$ cat src/fsp_pkg.sv
// Purpose: shared constants and types of the flash section protection block
// Assumes: 32 KB flash, 512-byte pages, 256-byte eeprom, 32-bit apb
// Notes:   section boundaries come from two 8-bit size fuses counted in pages
package fsp_pkg;
    localparam int             ADDR_W           = 15;
    localparam int             PAGE_SHIFT       = 9;
    localparam int             PAGE_BYTES       = 512;
    localparam logic [8:0]     PAGE_ZERO        = 9'h000;
    localparam logic [14:0]    FLASH_FIRST_ADDR = 15'h0000;
    localparam logic [14:0]    FLASH_LAST_ADDR  = 15'h7fff;
    localparam logic [16:0]    FLASH_END_EXCL   = 17'h08000;
    localparam int             EE_BYTES         = 256;
    localparam logic [14:0]    EE_ADDR_MASK     = 15'h00ff;
    localparam logic [14:0]    ALL_ONES_ADDR    = 15'h7fff;
    localparam logic [2:0]     MAX_BLK_SIZE     = 3'h5;
    localparam logic [7:0]     LOADER_FUSE_DEF  = 8'h00;
    localparam logic [7:0]     CODE_FUSE_DEF    = 8'h00;
    localparam int             ERASE_CYCLES_DEF = 16;

    // apb map
    localparam logic [11:0]    CTRL_OFS         = 12'h000;
    localparam logic [11:0]    FUSE_OFS         = 12'h004;
    localparam logic [11:0]    STATUS_OFS       = 12'h008;
    localparam int             RP_BIT           = 0;
    localparam int             CWL_BIT          = 1;
    localparam int             PWL_BIT          = 2;
    localparam int             VSEL_BIT         = 3;
    localparam logic [3:0]     CTRL_RESET       = 4'h0;
    localparam int             LFUSE_LSB        = 0;
    localparam int             CFUSE_LSB        = 8;
    localparam logic [15:0]    FUSE_RESET       = 16'h0000;

    typedef enum logic [1:0] {SEC_LOADER, SEC_CODE, SEC_PARAM} fsp_sec_t;

    typedef enum logic [3:0] {
        OP_READ, OP_FETCH, OP_WRITE_B, OP_WRITE_W, OP_PAGE_ERASE,
        OP_MPAGE_ERASE, OP_EE_WRITE, OP_EE_ERASE, OP_EE_ERASE_WRITE
    } fsp_op_t;

    typedef struct packed {
        logic        valid;
        fsp_op_t     op;
        logic [14:0] addr;
        logic [2:0]  size;
    } fsp_req_t;

    typedef struct packed {
        logic done;
        logic allowed;
        logic refused;
        logic stall;
    } fsp_resp_t;

    typedef struct packed {
        logic        valid;
        fsp_op_t     op;
        logic [14:0] addr;
        logic [5:0]  count;
    } fsp_cmd_t;
endpackage

$ cat src/fsp_section_map.sv
// Purpose: classify a flash byte address into loader, code or parameter section
// Assumes: fuse values count 512-byte pages
// Notes:   purely combinational
module fsp_section_map (
    input  wire logic [14:0]      addr_i,        // byte address
    input  wire logic [7:0]       loader_fuse_i, // loader size fuse
    input  wire logic [7:0]       code_fuse_i,   // code size fuse
    output fsp_pkg::fsp_sec_t     sec_o,         // section of addr_i
    output logic      [15:0]      loader_end_o   // first byte after loader; 0 when the loader fuse is zero or out of range
);
    import fsp_pkg::*;
    logic [7:0]  lf;
    logic [7:0]  cf;
    logic [16:0] lend;
    logic [16:0] cend;
    logic [16:0] a17;

    always_comb begin
        // out-of-range fuse falls back to its default
        lf = ({loader_fuse_i, PAGE_ZERO} > FLASH_END_EXCL) ? LOADER_FUSE_DEF : loader_fuse_i;
        cf = ({code_fuse_i, PAGE_ZERO} > FLASH_END_EXCL) ? CODE_FUSE_DEF : code_fuse_i;
        lend = {lf, PAGE_ZERO};
        cend = {cf, PAGE_ZERO};
        a17 = {2'b00, addr_i};
        loader_end_o = lend[15:0];
        if (lf == 8'h00) begin
            sec_o = SEC_LOADER;
        end else if (a17 < lend) begin
            sec_o = SEC_LOADER;
        end else if (cf == 8'h00) begin
            sec_o = SEC_CODE;
        end else if (cf <= lf) begin
            sec_o = SEC_PARAM;
        end else if (a17 < cend) begin
            sec_o = SEC_CODE;
        end else begin
            sec_o = SEC_PARAM;
        end
    end
endmodule

$ cat src/fsp_protect.sv
// Purpose: flash section protection and self-programming gatekeeper
// Assumes: cpu request and apb master share CLOCK_I; one request per cycle
// Notes:   requests during an erase are ignored since the cpu is stalled
//
// Operation
// - Flash pages are 512 bytes; page is the smallest erasable unit.
// - Flash erases whole pages only; writes are byte or word sized.
// - Programming the section currently executing is refused.
// - Loader section can never be programmed by the cpu.
// - Code section programmable only from code running in loader.
// - Parameter section programmable only from loader or code section.
// - Section ends are fuse value times 512 bytes.
// - Loader below loader end, code up to code end, rest parameter.
// - Loader fuse zero makes the whole flash loader.
// - Code fuse zero: code section runs to flash end, no parameters.
// - Code fuse not above loader fuse: no code section, rest parameter.
// - An end beyond flash uses the default fuse value.
// - Read protect blocks loader data reads and loader execution.
// - Read protect set only from loader code; enforced once outside.
// - Write locks block programming of code or parameter section.
// - Vectors at code start after reset, loader start when selected.
// - 256-byte eeprom, erase 1..32 bytes, byte write, erase-write.
// - Cpu stalls for the whole flash erase.
//
// Decided for this implementation: the register offsets and the APB slave port.
module fsp_protect #(
    parameter int ERASE_CYCLES = fsp_pkg::ERASE_CYCLES_DEF
) (
    input  wire logic             CLOCK_I,       // system clock 125 MHz
    input  wire logic             RST_N_I,       // async reset, active low
    input  wire logic             PSEL_I,        // apb select
    input  wire logic             PENABLE_I,     // apb enable
    input  wire logic             PWRITE_I,      // apb direction
    input  wire logic [11:0]      PADDR_I,       // apb byte address
    input  wire logic [31:0]      PWDATA_I,      // apb write data
    output logic      [31:0]      PRDATA_O,      // apb read data
    output logic                  PREADY_O,      // apb ready
    output logic                  PSLVERR_O,     // apb error
    input  wire logic [14:0]      EXEC_ADDR_I,   // address being executed
    input  fsp_pkg::fsp_req_t     REQ_I,         // cpu access request
    output fsp_pkg::fsp_resp_t    RESP_O,        // request answer
    output fsp_pkg::fsp_cmd_t     CMD_O,         // permitted memory operation
    output logic      [15:0]      VECTOR_BASE_O  // vector table byte address
);
    import fsp_pkg::*;

    typedef enum logic {ST_IDLE, ST_ERASE} fsp_state_t;

    logic [1:0]  rst_pipe;
    logic        rst_n;
    fsp_sec_t    exec_sec;
    fsp_sec_t    tgt_sec;
    logic [15:0] loader_end;

    fsp_state_t  state_reg, state_next;
    logic [15:0] cnt_reg, cnt_next;
    fsp_resp_t   resp_reg, resp_next;
    fsp_cmd_t    cmd_reg, cmd_next;
    logic        refused_reg, refused_next;
    logic        ok;
    logic        is_erase;

    logic [3:0]  ctrl_reg, ctrl_next;
    logic [15:0] fuse_reg, fuse_next;
    logic [31:0] prdata_reg, prdata_next;
    logic        pready_reg, pready_next;
    logic        pslverr_reg, pslverr_next;
    logic [15:0] vec_reg, vec_next;
    logic        acc;
    logic        wr_now;
    logic        mapped;

    // reset enters at once but leaves through two flops, so no logic sees a half-released edge
    always_ff @(posedge CLOCK_I or negedge RST_N_I) begin
        if (!RST_N_I) begin
            rst_pipe <= 2'b00;
        end else begin
            rst_pipe <= {rst_pipe[0], 1'b1};
        end
    end
    assign rst_n = rst_pipe[1];

    fsp_section_map u_exec_map (
        .addr_i        (EXEC_ADDR_I),
        .loader_fuse_i (fuse_reg[LFUSE_LSB +: 8]),
        .code_fuse_i   (fuse_reg[CFUSE_LSB +: 8]),
        .sec_o         (exec_sec),
        .loader_end_o  ()
    );

    fsp_section_map u_tgt_map (
        .addr_i        (REQ_I.addr),
        .loader_fuse_i (fuse_reg[LFUSE_LSB +: 8]),
        .code_fuse_i   (fuse_reg[CFUSE_LSB +: 8]),
        .sec_o         (tgt_sec),
        .loader_end_o  (loader_end)
    );

    function automatic logic prog_ok(input fsp_sec_t ex, input fsp_sec_t tg, input logic [3:0] c);
        case (tg)
            SEC_LOADER: prog_ok = 1'b0;
            SEC_CODE:   prog_ok = (ex == SEC_LOADER) && !c[CWL_BIT];
            SEC_PARAM:  prog_ok = (ex != SEC_PARAM) && !c[PWL_BIT];
            default:    prog_ok = 1'b0;
        endcase
    endfunction

    // clears the low address bits of a block of 2**sh bytes
    function automatic logic [14:0] blk_base(input logic [14:0] a, input logic [3:0] sh);
        blk_base = a & (ALL_ONES_ADDR << sh);
    endfunction

    always_comb begin
        state_next = state_reg;
        cnt_next = cnt_reg;
        resp_next = '0;
        cmd_next = '0;
        refused_next = refused_reg;
        is_erase = (REQ_I.op == OP_PAGE_ERASE) || (REQ_I.op == OP_MPAGE_ERASE);
        case (REQ_I.op)
            OP_READ, OP_FETCH: begin
                // protection bites only once execution is outside the loader
                ok = !(tgt_sec == SEC_LOADER && ctrl_reg[RP_BIT] && exec_sec != SEC_LOADER);
            end
            OP_WRITE_B, OP_WRITE_W, OP_PAGE_ERASE: begin
                ok = prog_ok(exec_sec, tgt_sec, ctrl_reg);
            end
            OP_MPAGE_ERASE: begin
                ok = prog_ok(exec_sec, tgt_sec, ctrl_reg) && (REQ_I.size <= MAX_BLK_SIZE);
            end
            OP_EE_WRITE, OP_EE_ERASE_WRITE: begin
                ok = (exec_sec != SEC_PARAM);
            end
            OP_EE_ERASE: begin
                ok = (exec_sec != SEC_PARAM) && (REQ_I.size <= MAX_BLK_SIZE);
            end
            default: begin
                ok = 1'b0;
            end
        endcase
        case (state_reg)
            ST_IDLE: begin
                if (REQ_I.valid) begin
                    resp_next.allowed = ok;
                    resp_next.refused = !ok;
                    resp_next.done = !(ok && is_erase);
                    refused_next = !ok;
                    cmd_next.op = REQ_I.op;
                    cmd_next.valid = ok && (REQ_I.op != OP_READ) && (REQ_I.op != OP_FETCH);
                    cmd_next.count = 6'h01;
                    cmd_next.addr = REQ_I.addr;
                    case (REQ_I.op)
                        OP_WRITE_W: begin
                            cmd_next.addr = blk_base(REQ_I.addr, 4'h1);
                        end
                        OP_PAGE_ERASE: begin
                            cmd_next.addr = blk_base(REQ_I.addr, 4'(PAGE_SHIFT));
                        end
                        OP_MPAGE_ERASE: begin
                            cmd_next.addr = blk_base(REQ_I.addr, 4'(PAGE_SHIFT) + {1'b0, REQ_I.size});
                            cmd_next.count = 6'h01 << REQ_I.size;
                        end
                        OP_EE_WRITE, OP_EE_ERASE_WRITE: begin
                            cmd_next.addr = REQ_I.addr & EE_ADDR_MASK;
                        end
                        OP_EE_ERASE: begin
                            cmd_next.addr = blk_base(REQ_I.addr & EE_ADDR_MASK, {1'b0, REQ_I.size});
                            cmd_next.count = 6'h01 << REQ_I.size;
                        end
                        default: begin
                            cmd_next.addr = REQ_I.addr;
                        end
                    endcase
                    if (ok && is_erase) begin
                        resp_next.stall = 1'b1;
                        state_next = ST_ERASE;
                        cnt_next = 16'(ERASE_CYCLES - 1);
                    end
                end
            end
            ST_ERASE: begin
                if (cnt_reg == 16'h0000) begin
                    resp_next.done = 1'b1;
                    resp_next.allowed = 1'b1;
                    state_next = ST_IDLE;
                end else begin
                    resp_next.stall = 1'b1;
                    cnt_next = cnt_reg - 16'h0001;
                end
            end
            default: begin
                state_next = ST_IDLE;
            end
        endcase
    end

    always_ff @(posedge CLOCK_I or negedge rst_n) begin
        if (!rst_n) begin
            state_reg <= ST_IDLE;
            cnt_reg <= 16'h0000;
            resp_reg <= '0;
            cmd_reg <= '0;
            refused_reg <= 1'b0;
        end else begin
            state_reg <= state_next;
            cnt_reg <= cnt_next;
            resp_reg <= resp_next;
            cmd_reg <= cmd_next;
            refused_reg <= refused_next;
        end
    end

    always_comb begin
        acc = PSEL_I && PENABLE_I;
        pready_next = acc && !pready_reg;
        wr_now = acc && pready_reg && PWRITE_I;
        mapped = (PADDR_I == CTRL_OFS) || (PADDR_I == FUSE_OFS) || (PADDR_I == STATUS_OFS);
        pslverr_next = pready_next && !mapped;
        prdata_next = 32'h0000_0000;
        ctrl_next = ctrl_reg;
        fuse_next = fuse_reg;
        if (pready_next && !PWRITE_I) begin
            case (PADDR_I)
                CTRL_OFS:   prdata_next = {28'h0000000, ctrl_reg};
                FUSE_OFS:   prdata_next = {16'h0000, fuse_reg};
                STATUS_OFS: prdata_next = {loader_end, 12'h000, refused_reg, state_reg == ST_ERASE, exec_sec};
                default:    prdata_next = 32'h0000_0000;
            endcase
        end
        if (wr_now && PADDR_I == CTRL_OFS) begin
            // protect and locks are sticky: a later write of zero cannot reopen them
            ctrl_next[RP_BIT] = ctrl_reg[RP_BIT] || (PWDATA_I[RP_BIT] && exec_sec == SEC_LOADER);
            ctrl_next[CWL_BIT] = ctrl_reg[CWL_BIT] || PWDATA_I[CWL_BIT];
            ctrl_next[PWL_BIT] = ctrl_reg[PWL_BIT] || PWDATA_I[PWL_BIT];
            ctrl_next[VSEL_BIT] = PWDATA_I[VSEL_BIT];
        end
        if (wr_now && PADDR_I == FUSE_OFS) begin
            fuse_next = PWDATA_I[15:0];
        end
        vec_next = ctrl_reg[VSEL_BIT] ? {1'b0, FLASH_FIRST_ADDR} : loader_end;
    end

    always_ff @(posedge CLOCK_I or negedge rst_n) begin
        if (!rst_n) begin
            ctrl_reg <= CTRL_RESET;
            fuse_reg <= FUSE_RESET;
            prdata_reg <= 32'h0000_0000;
            pready_reg <= 1'b0;
            pslverr_reg <= 1'b0;
            vec_reg <= 16'h0000;
        end else begin
            ctrl_reg <= ctrl_next;
            fuse_reg <= fuse_next;
            prdata_reg <= prdata_next;
            pready_reg <= pready_next;
            pslverr_reg <= pslverr_next;
            vec_reg <= vec_next;
        end
    end

    assign PRDATA_O = prdata_reg;
    assign PREADY_O = pready_reg;
    assign PSLVERR_O = pslverr_reg;
    assign RESP_O = resp_reg;
    assign CMD_O = cmd_reg;
    assign VECTOR_BASE_O = vec_reg;

    logic idle_req;
    logic is_prog;
    assign idle_req = REQ_I.valid && state_reg == ST_IDLE;
    assign is_prog = REQ_I.op inside {OP_WRITE_B, OP_WRITE_W, OP_PAGE_ERASE, OP_MPAGE_ERASE};
endmodule

$ cat config.mk
export PLATFORM = sky130hd
export DESIGN_NAME = fsp_protect
export DESIGN_NICKNAME = d
export VERILOG_FILES = /design/src/fsp_pkg.sv /design/src/fsp_section_map.sv /design/src/fsp_protect.sv
export SDC_FILE = /design/constraint.sdc
export NUM_CORES = 1
export LEC_CHECK = 0
export BUFFER_PORTS_ARGS = -buffer_cell sky130_fd_sc_hd__buf_2
export CORE_AREA = 4 4 103 105
export DETAILED_ROUTE_END_ITERATION = 8
export DIE_AREA = 0 0 107 109
export PLACE_DENSITY_LB_ADDON = 0.08
export SETUP_SLACK_MARGIN = 0.4
export SYNTH_ARGS = -nofsm -noshare
export SYNTH_HDL_FRONTEND = slang
export SYNTH_SLANG_ARGS = --single-unit
$ cat constraint.sdc
create_clock -name CLOCK_I -period 5.84 [get_ports CLOCK_I]
set_input_delay 1.168 -clock CLOCK_I [delete_from_list [all_inputs] [get_ports CLOCK_I]]
set_output_delay 1.168 -clock CLOCK_I [all_outputs]
set_load 0.01 [all_outputs]
# == Yosys cells after proc, flatten, opt, wreduce, memory -nomap -nowiden ==
# Cells that the tools add are included.
# totals
register_bits,120
latch_bits,0
ram_bits,0
romBits,0
input_bits,87
out_inout_bits,80
wordCells,133
memories,0
# op_classes
addsub,2
multipliers,0
div,0
magnitude_cmp,8
n_eq_ne,17
n_shift,3
mux,35
bitwise,3
reduce_logical,47
# op_table
operator,n
$pmux 32 s3,1
$pmux 15 s5,1
$lt 15x17->1,4
$mux 16,4
$mux 26,2
$gt 17x16->1 const B,2
$mux 32,1
$pmux 16 s2,1
$mux 2,11
$logic_and 1x1->1,18
$eq 4x3->1 const B,4
$logic_not 16->1,1
$logic_not 8->1,2
$mux 8,2
$sub 16x1->16 const B,1
$and 15x15->15,1
$and 8x15->15,1
$shl 15x3->15 const A,1
$shl 15x4->15 const A,1
$eq 12x3->1 const B,1
$eq 12x4->1 const B,1
$logic_not 12->1,1
$eq 4x2->1 const B,2
$le 8x8->1,1
other kinds (26),50

# == Logic depth before layout (Yosys ltp) ==
# Gate-level depths: netlist of the first run.
# depth
word_depth,18
mapped_depth,18
depth_no_buf,17

# == Modules after synthesis ==
# From an unflattened synthesis of the first run, not the netlist that was laid out.
# unflattened
hier_cells,623
area_unflattened_um2,6307.3
# by_module_without_submodules
mod,instances,cells_per_inst,area_each_um2,seq_area_each_um2
fsp_protect,1,433,4982.3,2977.9
fsp_section_map at u_tgt_map,1,97,674.4,0.0
fsp_section_map at u_exec_map,1,93,650.6,0.0

# == Least setup slack after synthesis of the first run ==
# OpenSTA, ideal clock, no wires.
# synth_path
path_kind,register to register
from,register fuse_reg[8]
to,register cnt_reg[4]
setup_ns,0.119
arrival_ns,3.634
t_required_ns,5.721
setup_slack_ns,2.087
path_stages_with_launch,17
n_path_buf,1
period_less_slack_ns,3.753
cell_sequence,dfrtp_1 > or4_4 > nor4_4 > ha_1 > nand4_1 > o21ai_0 > a21oi_1 > a21oi_1 > nand2_1 > ha_1 > nor2_1 > a22oi_1 > nor4_1 > a311oi_2 > a211oi_4 > buf_6 > nor2_2
# synth_between
elab_chain_cells,17
word_cells_on_any_way,35
classes_between,4 x order compare; 4 x eq/ne; 14 x mux; 13 x reduce/logical
# synth_rtl
item,line,rtl
from (decl),fsp_protect.sv:64,"logic [15:0] fuse_reg, fuse_next;"
from (signal assigned),fsp_protect.sv:253,fuse_reg <= fuse_next;
$gt 17x16->1,fsp_section_map.sv:21,"cf = ({code_fuse_i, PAGE_ZERO} > FLASH_END_EXCL) ? CODE_FUSE_DEF : code_fuse_i;"
$mux 8 *,fsp_section_map.sv:21,
$lt 15x17->1,fsp_section_map.sv:34,end else if (a17 < cend) begin
$mux 2,fsp_section_map.sv:34,
$mux 2,fsp_section_map.sv:32,end else if (cf <= lf) begin
$mux 2,fsp_section_map.sv:30,end else if (cf == 8'h00) begin
$mux 2,fsp_section_map.sv:28,end else if (a17 < lend) begin
$mux 2,fsp_section_map.sv:26,if (lf == 8'h00) begin
$ne 2x2->1 / $logic_not 2->1 (equally long branches),--,
$logic_and 1x1->1 (on tied branches),"fsp_protect.sv:103, fsp_protect.sv:102",
$pmux 1 s2,fsp_protect.sv:100,case (tg)
$mux 1,fsp_protect.sv:120,case (REQ_I.op)
$logic_and 1x1->1,fsp_protect.sv:129,"ok = prog_ok(exec_sec, tgt_sec, ctrl_reg) && (REQ_I.size <= MAX_BLK_SIZE);"
$pmux 1 s5 *,fsp_protect.sv:120,
$logic_and 1x1->1 *,fsp_protect.sv:174,if (ok && is_erase) begin
$ne 2x2->1 (no line) *,--,
$reduce_and 3->1 (no line) *,--,
to (signal assigned),fsp_protect.sv:206,cnt_reg <= cnt_next;
to (decl),fsp_protect.sv:56,"logic [15:0] cnt_reg, cnt_next;"
# Mark *: on every way between the ends. The rest lies on a longest branch, timed or not. The select of a mux whose other input is x is not followed.
# A chain may end at the register's enable or synchronous reset.

# == Final worst setup path of the first run ==
# layout_path
from,register fuse_reg[0]
to,register cnt_reg[2]
# layout_between
elab_chain_cells,16
word_cells_on_any_way,33
classes_between,4 x order compare; 4 x eq/ne; 12 x mux; 13 x reduce/logical
# layout_rtl
item,line,rtl
$gt 17x16->1,fsp_section_map.sv:20,"lf = ({loader_fuse_i, PAGE_ZERO} > FLASH_END_EXCL) ? LOADER_FUSE_DEF : loader_fuse_i;"
$mux 8 *,fsp_section_map.sv:20,
$le 8x8->1,fsp_section_map.sv:32,
$mux 2,fsp_section_map.sv:32,
$mux 2,fsp_section_map.sv:30,
$mux 2,fsp_section_map.sv:28,
$mux 2,fsp_section_map.sv:26,
$ne 2x2->1 / $logic_not 2->1 (equally long branches),--,
$logic_and 1x1->1 (on tied branches),"fsp_protect.sv:103, fsp_protect.sv:102",
$pmux 1 s2,fsp_protect.sv:100,
$mux 1,fsp_protect.sv:120,
$logic_and 1x1->1,fsp_protect.sv:129,
$pmux 1 s5 *,fsp_protect.sv:120,
$logic_and 1x1->1 *,fsp_protect.sv:174,
$ne 2x2->1 (no line) *,--,
$reduce_and 3->1 (no line) *,--,
# Marks and branches as above.

==> metrics, run 1 <==
outcome completed; Core Area 9639 um2; commonest cells in the synthesized netlist 101 x dfrtp_1, 53 x nor2_1, 41 x ha_1; worst-path fanout max 15; vias in the first global route between 4000 and 5000; area growth from synthesis to layout 16.52%; DRT Wirelength approximately 13 mm; Setup TNS 0 ns; pin count of the biggest net entering global routing 57; post-cts sizing count 0; Seq/Total Area, Yosys 47.00%; Slew Viols, Final 0; fin crit period 4.594 ns; Period Utilization, post-route 78.67%; global-route wire length before repair 20.96 mm; Setup CP Type reg -> reg; maximum clock rate roughly 0.22 GHz; crit start category flop; Yosys top cell by area dfrtp_1; register area 2531 um2; worst vdd ir 0.1669 mV; synthesized area per cell 10.13 um2; Slew @ Worst Pin 1.019 ns; Worst-path clk slew 0.10 ns; total CTS buffers 9; Rows 36; synth unique cells 65; H-tree depth 3; Clock Sinks between 100 and 150; top-count cell post-synth dfrtp_1; max FFs per register 26; RSZ-0062 raised after global routing false; routed len/inst 16.07 um; via count between 4000 and 5000; static leakage 3.259 nW; synthesized area 5378 um2; post-route ant nets 0; hold_ws roughly 0.32 ns; # fillers 856; die width approximately 110 um; CP Capture Type flop; share of cells above drive strength 1 28.35%; CTS root buf clkbuf_8; ys async rst share 100.0%; # DRC 0; arrival time of the worst setup path 4.91 ns; die area between 10000 and 15000 um2; Crit path largest cell delay 0.77 ns; worst skew pair latency 0.36 ns; Yosys reg bits 101; Post-synth EDFFs 0; DR pass1 iterations 4; initial antenna violation count 0; cells along the critical path nor4_1 -> nand4b_1 -> ha_1 -> nand4_1 -> o21ai_0 -> a21oi_1 -> a21oi_1 -> nand2_1 -> ha_1 -> nor2_1 -> nand3_1 -> o21ai_0 -> a311oi_2 -> a211oi_4 -> a211o_2; CTS max path bufs 2; ant diodes 0; CTS tree yes; post-DR vias/cell 5.413; hold_buf cts 0; top cells by area, synth dfrtp_1 47%, ha_1 9.5%, nor2_1 3.7%; # Max-Cap Violations 0; Final GP Congestion 0.8563; share of the synthesized area in the top cell type 47.00%; nets 779; IO Pins 167; top_reg_cell synth dfrtp_1; total global-route track usage 22.57%; skew final 0.009433 ns; Congestion Overflow GR 0; Worst EP required 6.15 ns; Die H 109 um; Rel. slew slack 31.52%; DP HPWL about 9.8 mm; final setup fails 0; final-report hold violation count 0; area of the multi-input gates 2661 um2; Gate Count Post-Synth 531; Port-buffer cells around 120; initial core utilization 55.79%; slowest CP cell a211oi_4; Syn. warnings 0; drt first-iter violations 182; Power Density between 200 and 250 nW/um2; Post-CTS Setup Inserts 0; Hold Crit Class reg -> async
## placed cells by master (no fill, tap or decap), types with 5 or more instances in the layout
| master | synthesis | final |
|---|---|---|
| and2_1 | 13 | 13 |
| a31oi_1 | 6 | 6 |
| nor2_1 | 53 | 53 |
| nand2_1 | 37 | 37 |
| conb_1 | 2 | 21 |
| dfrtp_1 | 101 | 100 |
| nand3_1 | 9 | 9 |
| nor3_1 | 15 | 15 |
| mux2i_1 | 6 | 6 |
| and3_1 | 11 | 11 |
| buf_2 | 1 | 123 |
| nor2_2 | 10 | 10 |
| nor2b_1 | 6 | 5 |
| a21oi_1 | 39 | 39 |
| mux2_2 | 16 | 16 |
| inv_1 | 17 | 17 |
| ha_1 | 41 | 41 |
| o21ai_0 | 22 | 22 |
| nand2b_1 | 8 | 8 |
| clkbuf_8 | 0 | 9 |
| or3_1 | 6 | 6 |
| nor4_1 | 7 | 7 |
## metal layers
layer | part of all wire (%) | GRT usage, %
met5 | 0 | 0
met4 | 1.9 | 7.763
met3 | 5.0 | 4.737
met2 | 50 | 38.98
met1 | 43 | 28.36
## metrics by stage
step / util, % / setup WS (ns) / instance area, um2 / instances / total power, mW
after floorplan: - / 2.087 / 5449 / 550 / 0.8901
final: 65.01 / 1.246 / 6266 / 789 / 1.415
after CTS: 64.98 / 1.263 / 6264 / 789 / 1.429
after global placement: 62.69 / 1.411 / 6043 / 773 / 0.9347
after global routing: 65.01 / 0.7779 / 6266 / 789 / 1.487
after detailed placement: 62.69 / 1.256 / 6043 / 773 / 0.9399
## worst paths after layout
kind | cells after the start | slack, ns | endpoint | startpoint
worst max-delay path | 15 | 1.25 | cnt_reg[2] | fuse_reg[0]
worst min-delay path | 0 | 0.32 | fuse_reg[4] | rst_pipe[1]
worst max register to register | 15 | 1.25 | cnt_reg[2] | fuse_reg[0]
worst min register to register | 0 | 0.32 | fuse_reg[4] | rst_pipe[1]
max in group asynchronous | 1 | 4.43 | CMD_O[3] | rst_pipe[1]
min in group CLOCK_I | 0 | 0.37 | rst_pipe[1] | rst_pipe[0]
## kinds of logic after synthesis
group | after synthesis | synth area share [%]
xor+xnor | 3 | 0.4887
compound gates | 105 | 12.63
mux | 22 | 4.467
buf+inv | 51 | 5.049
simple gates | 206 | 20.68
fa+ha+maj | 41 | 9.539
other cells | 2 | 0.1397
flops | 101 | 47.00
## final cells by class
cell class,count,share of cell area (%)
Multi-Input combinational cell,398,42.47
Sequential cell,101,40.40
Timing Repair Buffer,124,9.944
Tap cell,133,2.656
Clock buffer,9,1.977
Clock inverter,7,1.538
Inverter,17,1.018
## worst max-delay path: cells and delay by family, from the launching register on
family / cells / cell delay, ns
adders and majority gates: 2 / 0.71
and+or+nand+nor: 6 / 1.30
DFF: 1 / 0.43
AOI/OAI and AO/OA: 7 / 2.11
## power breakdown
group          leakage [nW]  internal [mW]  switching, mW
sequential             1.34          0.722         0.0296
combinational          1.81         0.0756          0.103
clock                 0.114          0.244          0.242
total                  3.26           1.04          0.374
Note: power is estimated with default switching activity, not from simulation.
==> run 2, diff against run 1 <==
--- a/config.mk
+++ b/config.mk
@@ -5,10 +5,11 @@
 export SDC_FILE = /design/constraint.sdc
 export NUM_CORES = 1
 export LEC_CHECK = 0
+export ABC_AREA = 1
 export BUFFER_PORTS_ARGS = -buffer_cell sky130_fd_sc_hd__buf_2
-export CORE_AREA = 4 4 103 105
+export CORE_AREA = 4 4 110 112
 export DETAILED_ROUTE_END_ITERATION = 8
-export DIE_AREA = 0 0 107 109
+export DIE_AREA = 0 0 114 116
 export PLACE_DENSITY_LB_ADDON = 0.08
 export SETUP_SLACK_MARGIN = 0.4
 export SYNTH_ARGS = -nofsm -noshare
==> constraint.sdc (replaced) <==
create_clock -name CLOCK_I -period 4.3 [get_ports CLOCK_I]
set_input_delay 0.86 -clock CLOCK_I [delete_from_list [all_inputs] [get_ports CLOCK_I]]
set_output_delay 0.86 -clock CLOCK_I [all_outputs]
set_load 0.01 [all_outputs]
==> metrics, run 2 <==
outcome completed; R2R depth 30 (+15); DR pass1 iterations 5 (+1); Core Area 11220 um2 (+16%); top layer in use met4; # fillers 1014 (+18%); Post-DP Area 6316 um2 (+4.5%); Worst-path clk slew 0.07 ns (-0.03 ns); total global-route track usage 21.21% (-1.4 points); skew final 0.009953 ns (+0.0005204 ns); Gate Count Post-Synth 672 (+27%); synth unique cells 50 (-23%); max FFs per register 26 (unchanged); die width 114 um (+6.5%); drt first-iter violations 270 (+48%); top_reg_cell synth dfrtp_1; Period Utilization, post-route 86.90% (+8.2 points); slowest CP cell dfrtp_1; Yosys top cell by area dfrtp_1; Clock Sinks 101 (unchanged); initial core utilization 50.12% (-5.7 points); Post-synth EDFFs 0 (unchanged); crit start category flop; commonest non-fill, non-tap cell in the layout buf_2; fin util 62.25% (-2.8 points); fin area 6987 um2 (+12%); slack of the worst reg-to-reg path 0.56 ns (-0.68 ns); DP HPWL 10.09 mm (+3.2%); Seq/Total Area, Yosys 44.93% (-2.1 points); post-DR vias/cell 5.093 (-5.9%); wl on met1 6.131 mm (+12%); # DRC 0 (unchanged); routed len/inst 14.73 um (-8.3%); synthesized area 5625 um2 (+4.6%); share of the synthesized area in the top cell type 44.93% (-2.1 points); ant diodes 0 (unchanged); via count 4910 (+15%); metal3 WL 875 um (+37%); FF-to-FF Start fuse_reg[9]; synthesized area per cell 8.371 um2 (-17%); CP Capture Type flop; commonest cells in the synthesized netlist 122 x nand2_1, 101 x dfrtp_1, 97 x nor2_1; nets 944 (+21%); RSZ-0062 raised after global routing true; DRT Wirelength 14.20 mm (+12%); maximum clock rate 0.2676 GHz (+23%); # Max-Cap Violations 0 (unchanged); pin count of the biggest net entering global routing 68 (+19%); Placed Cells 930 (+20%); Die H 116 um (+6.4%); Rows 39 (+8.3%); Reg2Reg Capture Point cnt_reg[14]; top cells by area, synth dfrtp_1 45%, ha_1 9.1%, nand2_1 8.1%; worst-path fanout max 8 (-7); total CTS buffers 9 (unchanged); top-count cell post-synth nand2_1; area growth from synthesis to layout 24.20%; final-report hold violation count 0 (unchanged); Rel. slew slack 42.49% (+11 points); die area 13220 um2 (+13%); final setup fails 0 (unchanged); CTS root buf clkbuf_16; Worst EP required 4.59 ns (-1.56 ns); arrival time of the worst setup path 4.03 ns (-0.88 ns); initial antenna violation count 0 (unchanged); CTS max path bufs 2 (unchanged); worst skew pair latency 0.36 ns (about the same); Yosys reg bits 101 (unchanged); Slew Viols, Final 0 (unchanged); Congestion Overflow GR 0 (unchanged); global-route wire length before repair 22.27 mm (+6.3%); Met2 Wirelength 7.039 mm (+11%); Crit path largest cell delay 0.38 ns (-0.39 ns); post-route ant nets 0 (unchanged); worst vdd ir 0.3209 mV (+92%); Hold Crit Class in -> async; IO Pins 167 (unchanged); static leakage 3.786 nW (+16%); Port-buffer cells 123 (unchanged); Syn. warnings 0 (unchanged); Tot Pwr 2.589 mW (+83%); H-tree depth 3 (unchanged); vias in the first global route 4736 (+9.6%); Setup TNS 0 ns (unchanged); share of cells above drive strength 1 27.89% (-0.46 points); Power Density 370.5 nW/um2 (+64%); Final GP Congestion 0.8820 (+3.0%); Slew @ Worst Pin 0.8573 ns (-0.1622 ns); CTS tree yes; Setup CP Type reg -> reg; fin crit period 3.737 ns (-0.8578 ns); post-route insts no fill 964 (+22%); ys async rst share 100.0% (unchanged); most frequent cells in the layout 123 x buf_2, 114 x nand2_1, 100 x dfrtp_1
[run 2: changes by cell type in the layout (fill, tap and decap cells not counted), sizes merged, moves of 13 or more]
| cell | delta |
|---|---|
| inv | +64 |
| buf | +20 |
| and2 | -13 |
| nand3 | +42 |
| nand2 | +92 |
| nor2 | +37 |
| mux2 | -13 |
[run 2: how the worst max path moves through the flow]
stage / from / endpoint / slack (ns) / depth (start not counted)
floorplan: fuse_reg[7] / cnt_reg[6] / 0.86 / 28
global placement: fuse_reg[7] / cnt_reg[1] / 0.34 / 25
detailed placement: fuse_reg[7] / cnt_reg[5] / 0.27 / 25
CTS: fuse_reg[7] / cnt_reg[4] / 0.43 / 26
global route: fuse_reg[7] / cnt_reg[5] / 0.25 / 28
finish: fuse_reg[9] / cnt_reg[14] / 0.56 / 30
[run 2: per-stage QoR]
step | worst slack (ns) | hold slack, ns
after floorplan | 0.8578 | 0.3312
after global placement | 0.3352 | 0.3372
after detailed placement | 0.2678 | 0.3405
after CTS | 0.4257 | 0.2652
after global routing | 0.2457 | 0.2675
final | 0.5635 | 0.2778
[run 2: layer usage]
layer	GRT usage [%]	up-vias
li1	-	2440
met3	4.909	15
met4	6.730	0
met1	27.26	2311
met5	0	-
met2	35.71	144
[run 2: repair_timing]
item	4_1_cts	5_1_grt
endpoints found under the setup margin	17	22
cloned	1	2
gates resized for setup	3	44
pin swaps	0	12
buffers inserted	0	15
hold buffers	0	0
[run 2: cells by family after synthesis]
kind of cell	after synthesis	share of synthesized area, %
buffers and inverters	117	9.586
muxes	3	0.6005
xor gates and xnor gates	9	1.401
DFF	101	44.93
other	2	0.1335
and+or+nand+nor	315	25.36
adders and majority gates	41	9.119
AOI/OAI and AO/OA	84	8.875
[run 2: report_power, final]
part           total [mW]  switching [mW]  internal, mW
registers            1.11          0.0770          1.04
clock network       0.888           0.347         0.541
logic               0.586           0.378         0.208
total                2.59           0.802          1.79
[run 2: critical path, delay by kind of cell (launching register included)]
family,cells,cell delay (ns)
AO/OA/AOI/OAI,6,0.67
adder cells (fa/ha/maj),2,0.52
buffers and inverters,6,0.47
flip-flops,1,0.38
AND/OR/NAND/NOR,16,1.62
[run 2: area by class of cell]
type	instances	area, um2	area share (%)
Tap cell	143	178.9	2.561
Sequential cell	101	2531	36.23
Inverter	84	315.3	4.513
Multi-Input combinational cell	476	2849	40.78
Clock inverter	5	82.58	1.182
Clock buffer	11	252.7	3.617
Timing Repair Buffer	144	777.0	11.12
==> run 3, diff against run 2 <==
--- a/config.mk
+++ b/config.mk
@@ -5,11 +5,10 @@
 export SDC_FILE = /design/constraint.sdc
 export NUM_CORES = 1
 export LEC_CHECK = 0
-export ABC_AREA = 1
 export BUFFER_PORTS_ARGS = -buffer_cell sky130_fd_sc_hd__buf_2
-export CORE_AREA = 4 4 110 112
+export CORE_AREA = 4 4 107 109
 export DETAILED_ROUTE_END_ITERATION = 8
-export DIE_AREA = 0 0 114 116
+export DIE_AREA = 0 0 111 113
 export PLACE_DENSITY_LB_ADDON = 0.08
 export SETUP_SLACK_MARGIN = 0.4
 export SYNTH_ARGS = -nofsm -noshare
==> metrics, run 3 (synthesis results as in run 1) <==
initial core utilization 50.72% (+0.60 points); Final GP Congestion 0.8171 (-7.4%); Hold Crit Class in -> async; DRT Wirelength 12.90 mm (-9.2%); post-DR vias/cell 5.360 (+5.2%); via count 4368 (-11%); Rel. slew slack 26.75% (-16 points); Clock Sinks 101 (unchanged); pin count of the biggest net entering global routing 59 (-13%); CTS root buf clkbuf_8; hold_buf cts 0 (unchanged); Slew @ Worst Pin 1.090 ns (+0.2332 ns); drt first-iter violations 190 (-30%); worst-path fanout max 8 (unchanged); final-report hold violation count 0 (unchanged); Port-buffer cells 123 (unchanged); met3 Use GR 5.561% (+0.65 points); CTS tree yes; commonest non-fill, non-tap cell in the layout buf_2; DR pass1 iterations 5 (unchanged); Period Utilization, post-route 91.31% (+4.4 points); H-tree depth 3 (unchanged); FF-to-FF Start fuse_reg[9]; Setup CP Type reg -> reg; IO Pins 167 (unchanged); maximum clock rate 0.2547 GHz (-4.8%); worst setup margin 0.3738 ns (-0.1897 ns); outcome completed; total CTS buffers 9 (unchanged); crit path from fuse_reg[9]; nets 798 (-15%); fin crit period 3.926 ns (+0.1897 ns); # Max-Cap Violations 0 (unchanged); M1 GR Usage 26.34% (-0.92 points); GRT busiest layer met2; routed len/inst 15.83 um (+7.4%); post-route ant nets 0 (unchanged); # DRC 0 (unchanged); Worst-path clk slew 0.10 ns (+0.03 ns); GR met2 Demand/Resource 34.63% (-1.1 points); Critical Path Sink cnt_reg[10]; global-route wire length before repair 21.13 mm (-5.1%); DP HPWL 9.755 mm (-3.3%); slack of the worst reg-to-reg path 0.37 ns (-0.19 ns); CP Capture Type flop; worst skew pair latency 0.38 ns (+0.02 ns); vias in the first global route 4392 (-7.3%); Power Density 286.2 nW/um2 (-23%); CTS max path bufs 2 (unchanged); ant diodes 0 (unchanged); RSZ-0062 raised after global routing true; skew final 0.009503 ns (-0.0004508 ns); max FFs per register 26 (unchanged); worst vdd ir 0.2206 mV (-31%); final setup fails 0 (unchanged); area growth from synthesis to layout 21.01%; die area 12540 um2 (-5.1%); initial antenna violation count 0 (unchanged); total global-route track usage 20.82% (-0.39 points); Worst EP required 4.57 ns (-0.02 ns); arrival time of the worst setup path 4.19 ns (+0.16 ns); die width 111 um (-2.6%); pre-CTS setup slack 0.1985 ns (-0.06933 ns); Reg2Reg Capture Point cnt_reg[10]; Slew Viols, Final 0 (unchanged); Core Area 10600 um2 (-5.5%); Die H 113 um (-2.6%); crit start category flop; share of cells above drive strength 1 32.89% (+5.0 points); Rows 38 (-2.6%); Setup TNS 0 ns (unchanged); static leakage 3.347 nW (-12%); most frequent cells in the layout 123 x buf_2, 100 x dfrtp_1, 49 x nor2_1; Congestion Overflow GR 0 (unchanged); R2R depth 17 (-43%)
## run 3: changes by cell type in the layout (fill, tap and decap cells not counted), sizes merged, moves of 8 or more
| cell | before | now |
|---|---|---|
| mux2 | 3 | 16 |
| and3 | 1 | 11 |
| nand2 | 129 | 37 |
| nor2 | 100 | 63 |
| nand3 | 51 | 9 |
| inv | 83 | 20 |
| nand2b | 0 | 8 |
| and2 | 1 | 14 |
## run 3: what timing repair did
item                       in CTS  in global routing
gates resized for setup         8                 22
pin swaps                       5                 16
buffers inserted                5                  4
setup endpoints to repair      20                 22
## run 3: worst min-delay path by stage
| stage | slack, ns | cells after the start | end |
|---|---|---|---|
| 5_1_grt | 0.20 | 1 | rst_pipe[1] |
| 4_1_cts | 0.21 | 1 | rst_pipe[1] |
| 2_1_floorplan | 0.33 | 0 | rst_pipe[1] |
| 3_3_place_gp | 0.34 | 0 | rst_pipe[1] |
| 3_5_place_dp | 0.34 | 0 | rst_pipe[1] |
| 6_report | 0.24 | 1 | rst_pipe[1] |
## run 3: layout make-up
| class | count | area (um2) |
|---|---|---|
| flip-flops and latches | 101 | 2531 |
| inverters | 17 | 63.81 |
| repair buffers | 143 | 773.2 |
| well taps | 140 | 175.2 |
| fillers | 961 | 4095 |
| clock buffers | 9 | 123.9 |
| multi-input cells | 398 | 2770 |
| clock inverters | 7 | 70.07 |
## run 3: where the power goes
| part | internal (mW) | switching [mW] | leakage [nW] |
|---|---|---|---|
| logic | 0.112 | 0.143 | 1.91 |
| registers | 0.980 | 0.0400 | 1.34 |
| clock network | 0.225 | 0.363 | 0.0951 |
## run 3: worst max-delay path: stages (launching register included)
cell and delay [ns]:
dfrtp_1 0.39, or4_4 0.56, nor4_4 0.28, ha_1 0.21
nand4_1 0.16, buf_4 0.17, a211o_1 0.30, a21oi_2 0.16
a21oi_2 0.10, nor2b_2 0.18, ha_4 0.23, nor2_2 0.09
a22oi_2 0.06, nor4_2 0.31, a311oi_2 0.11, a211oi_4 0.28
buf_6 0.20, a21oi_1 0.05
## run 3: per-stage QoR
stage                     cells  util, %  total power [mW]  hold WS [ns]  cell area [um2]
after floorplan             550        -             1.209        0.3312             5449
after global placement      790    57.79             1.271        0.3397             6127
after detailed placement    790    57.79             1.279        0.3402             6127
after CTS                   811    60.27             1.876        0.2094             6390
after global routing        815    61.38             1.961        0.2038             6507
final                       815    61.38             1.862        0.2352             6507
## run 3: per-layer routing
metal,wire length [um],vias up
met1,5575,2138
met4,255,0
met5,0,-
met2,6467,88
li1,-,2124
met3,600,18
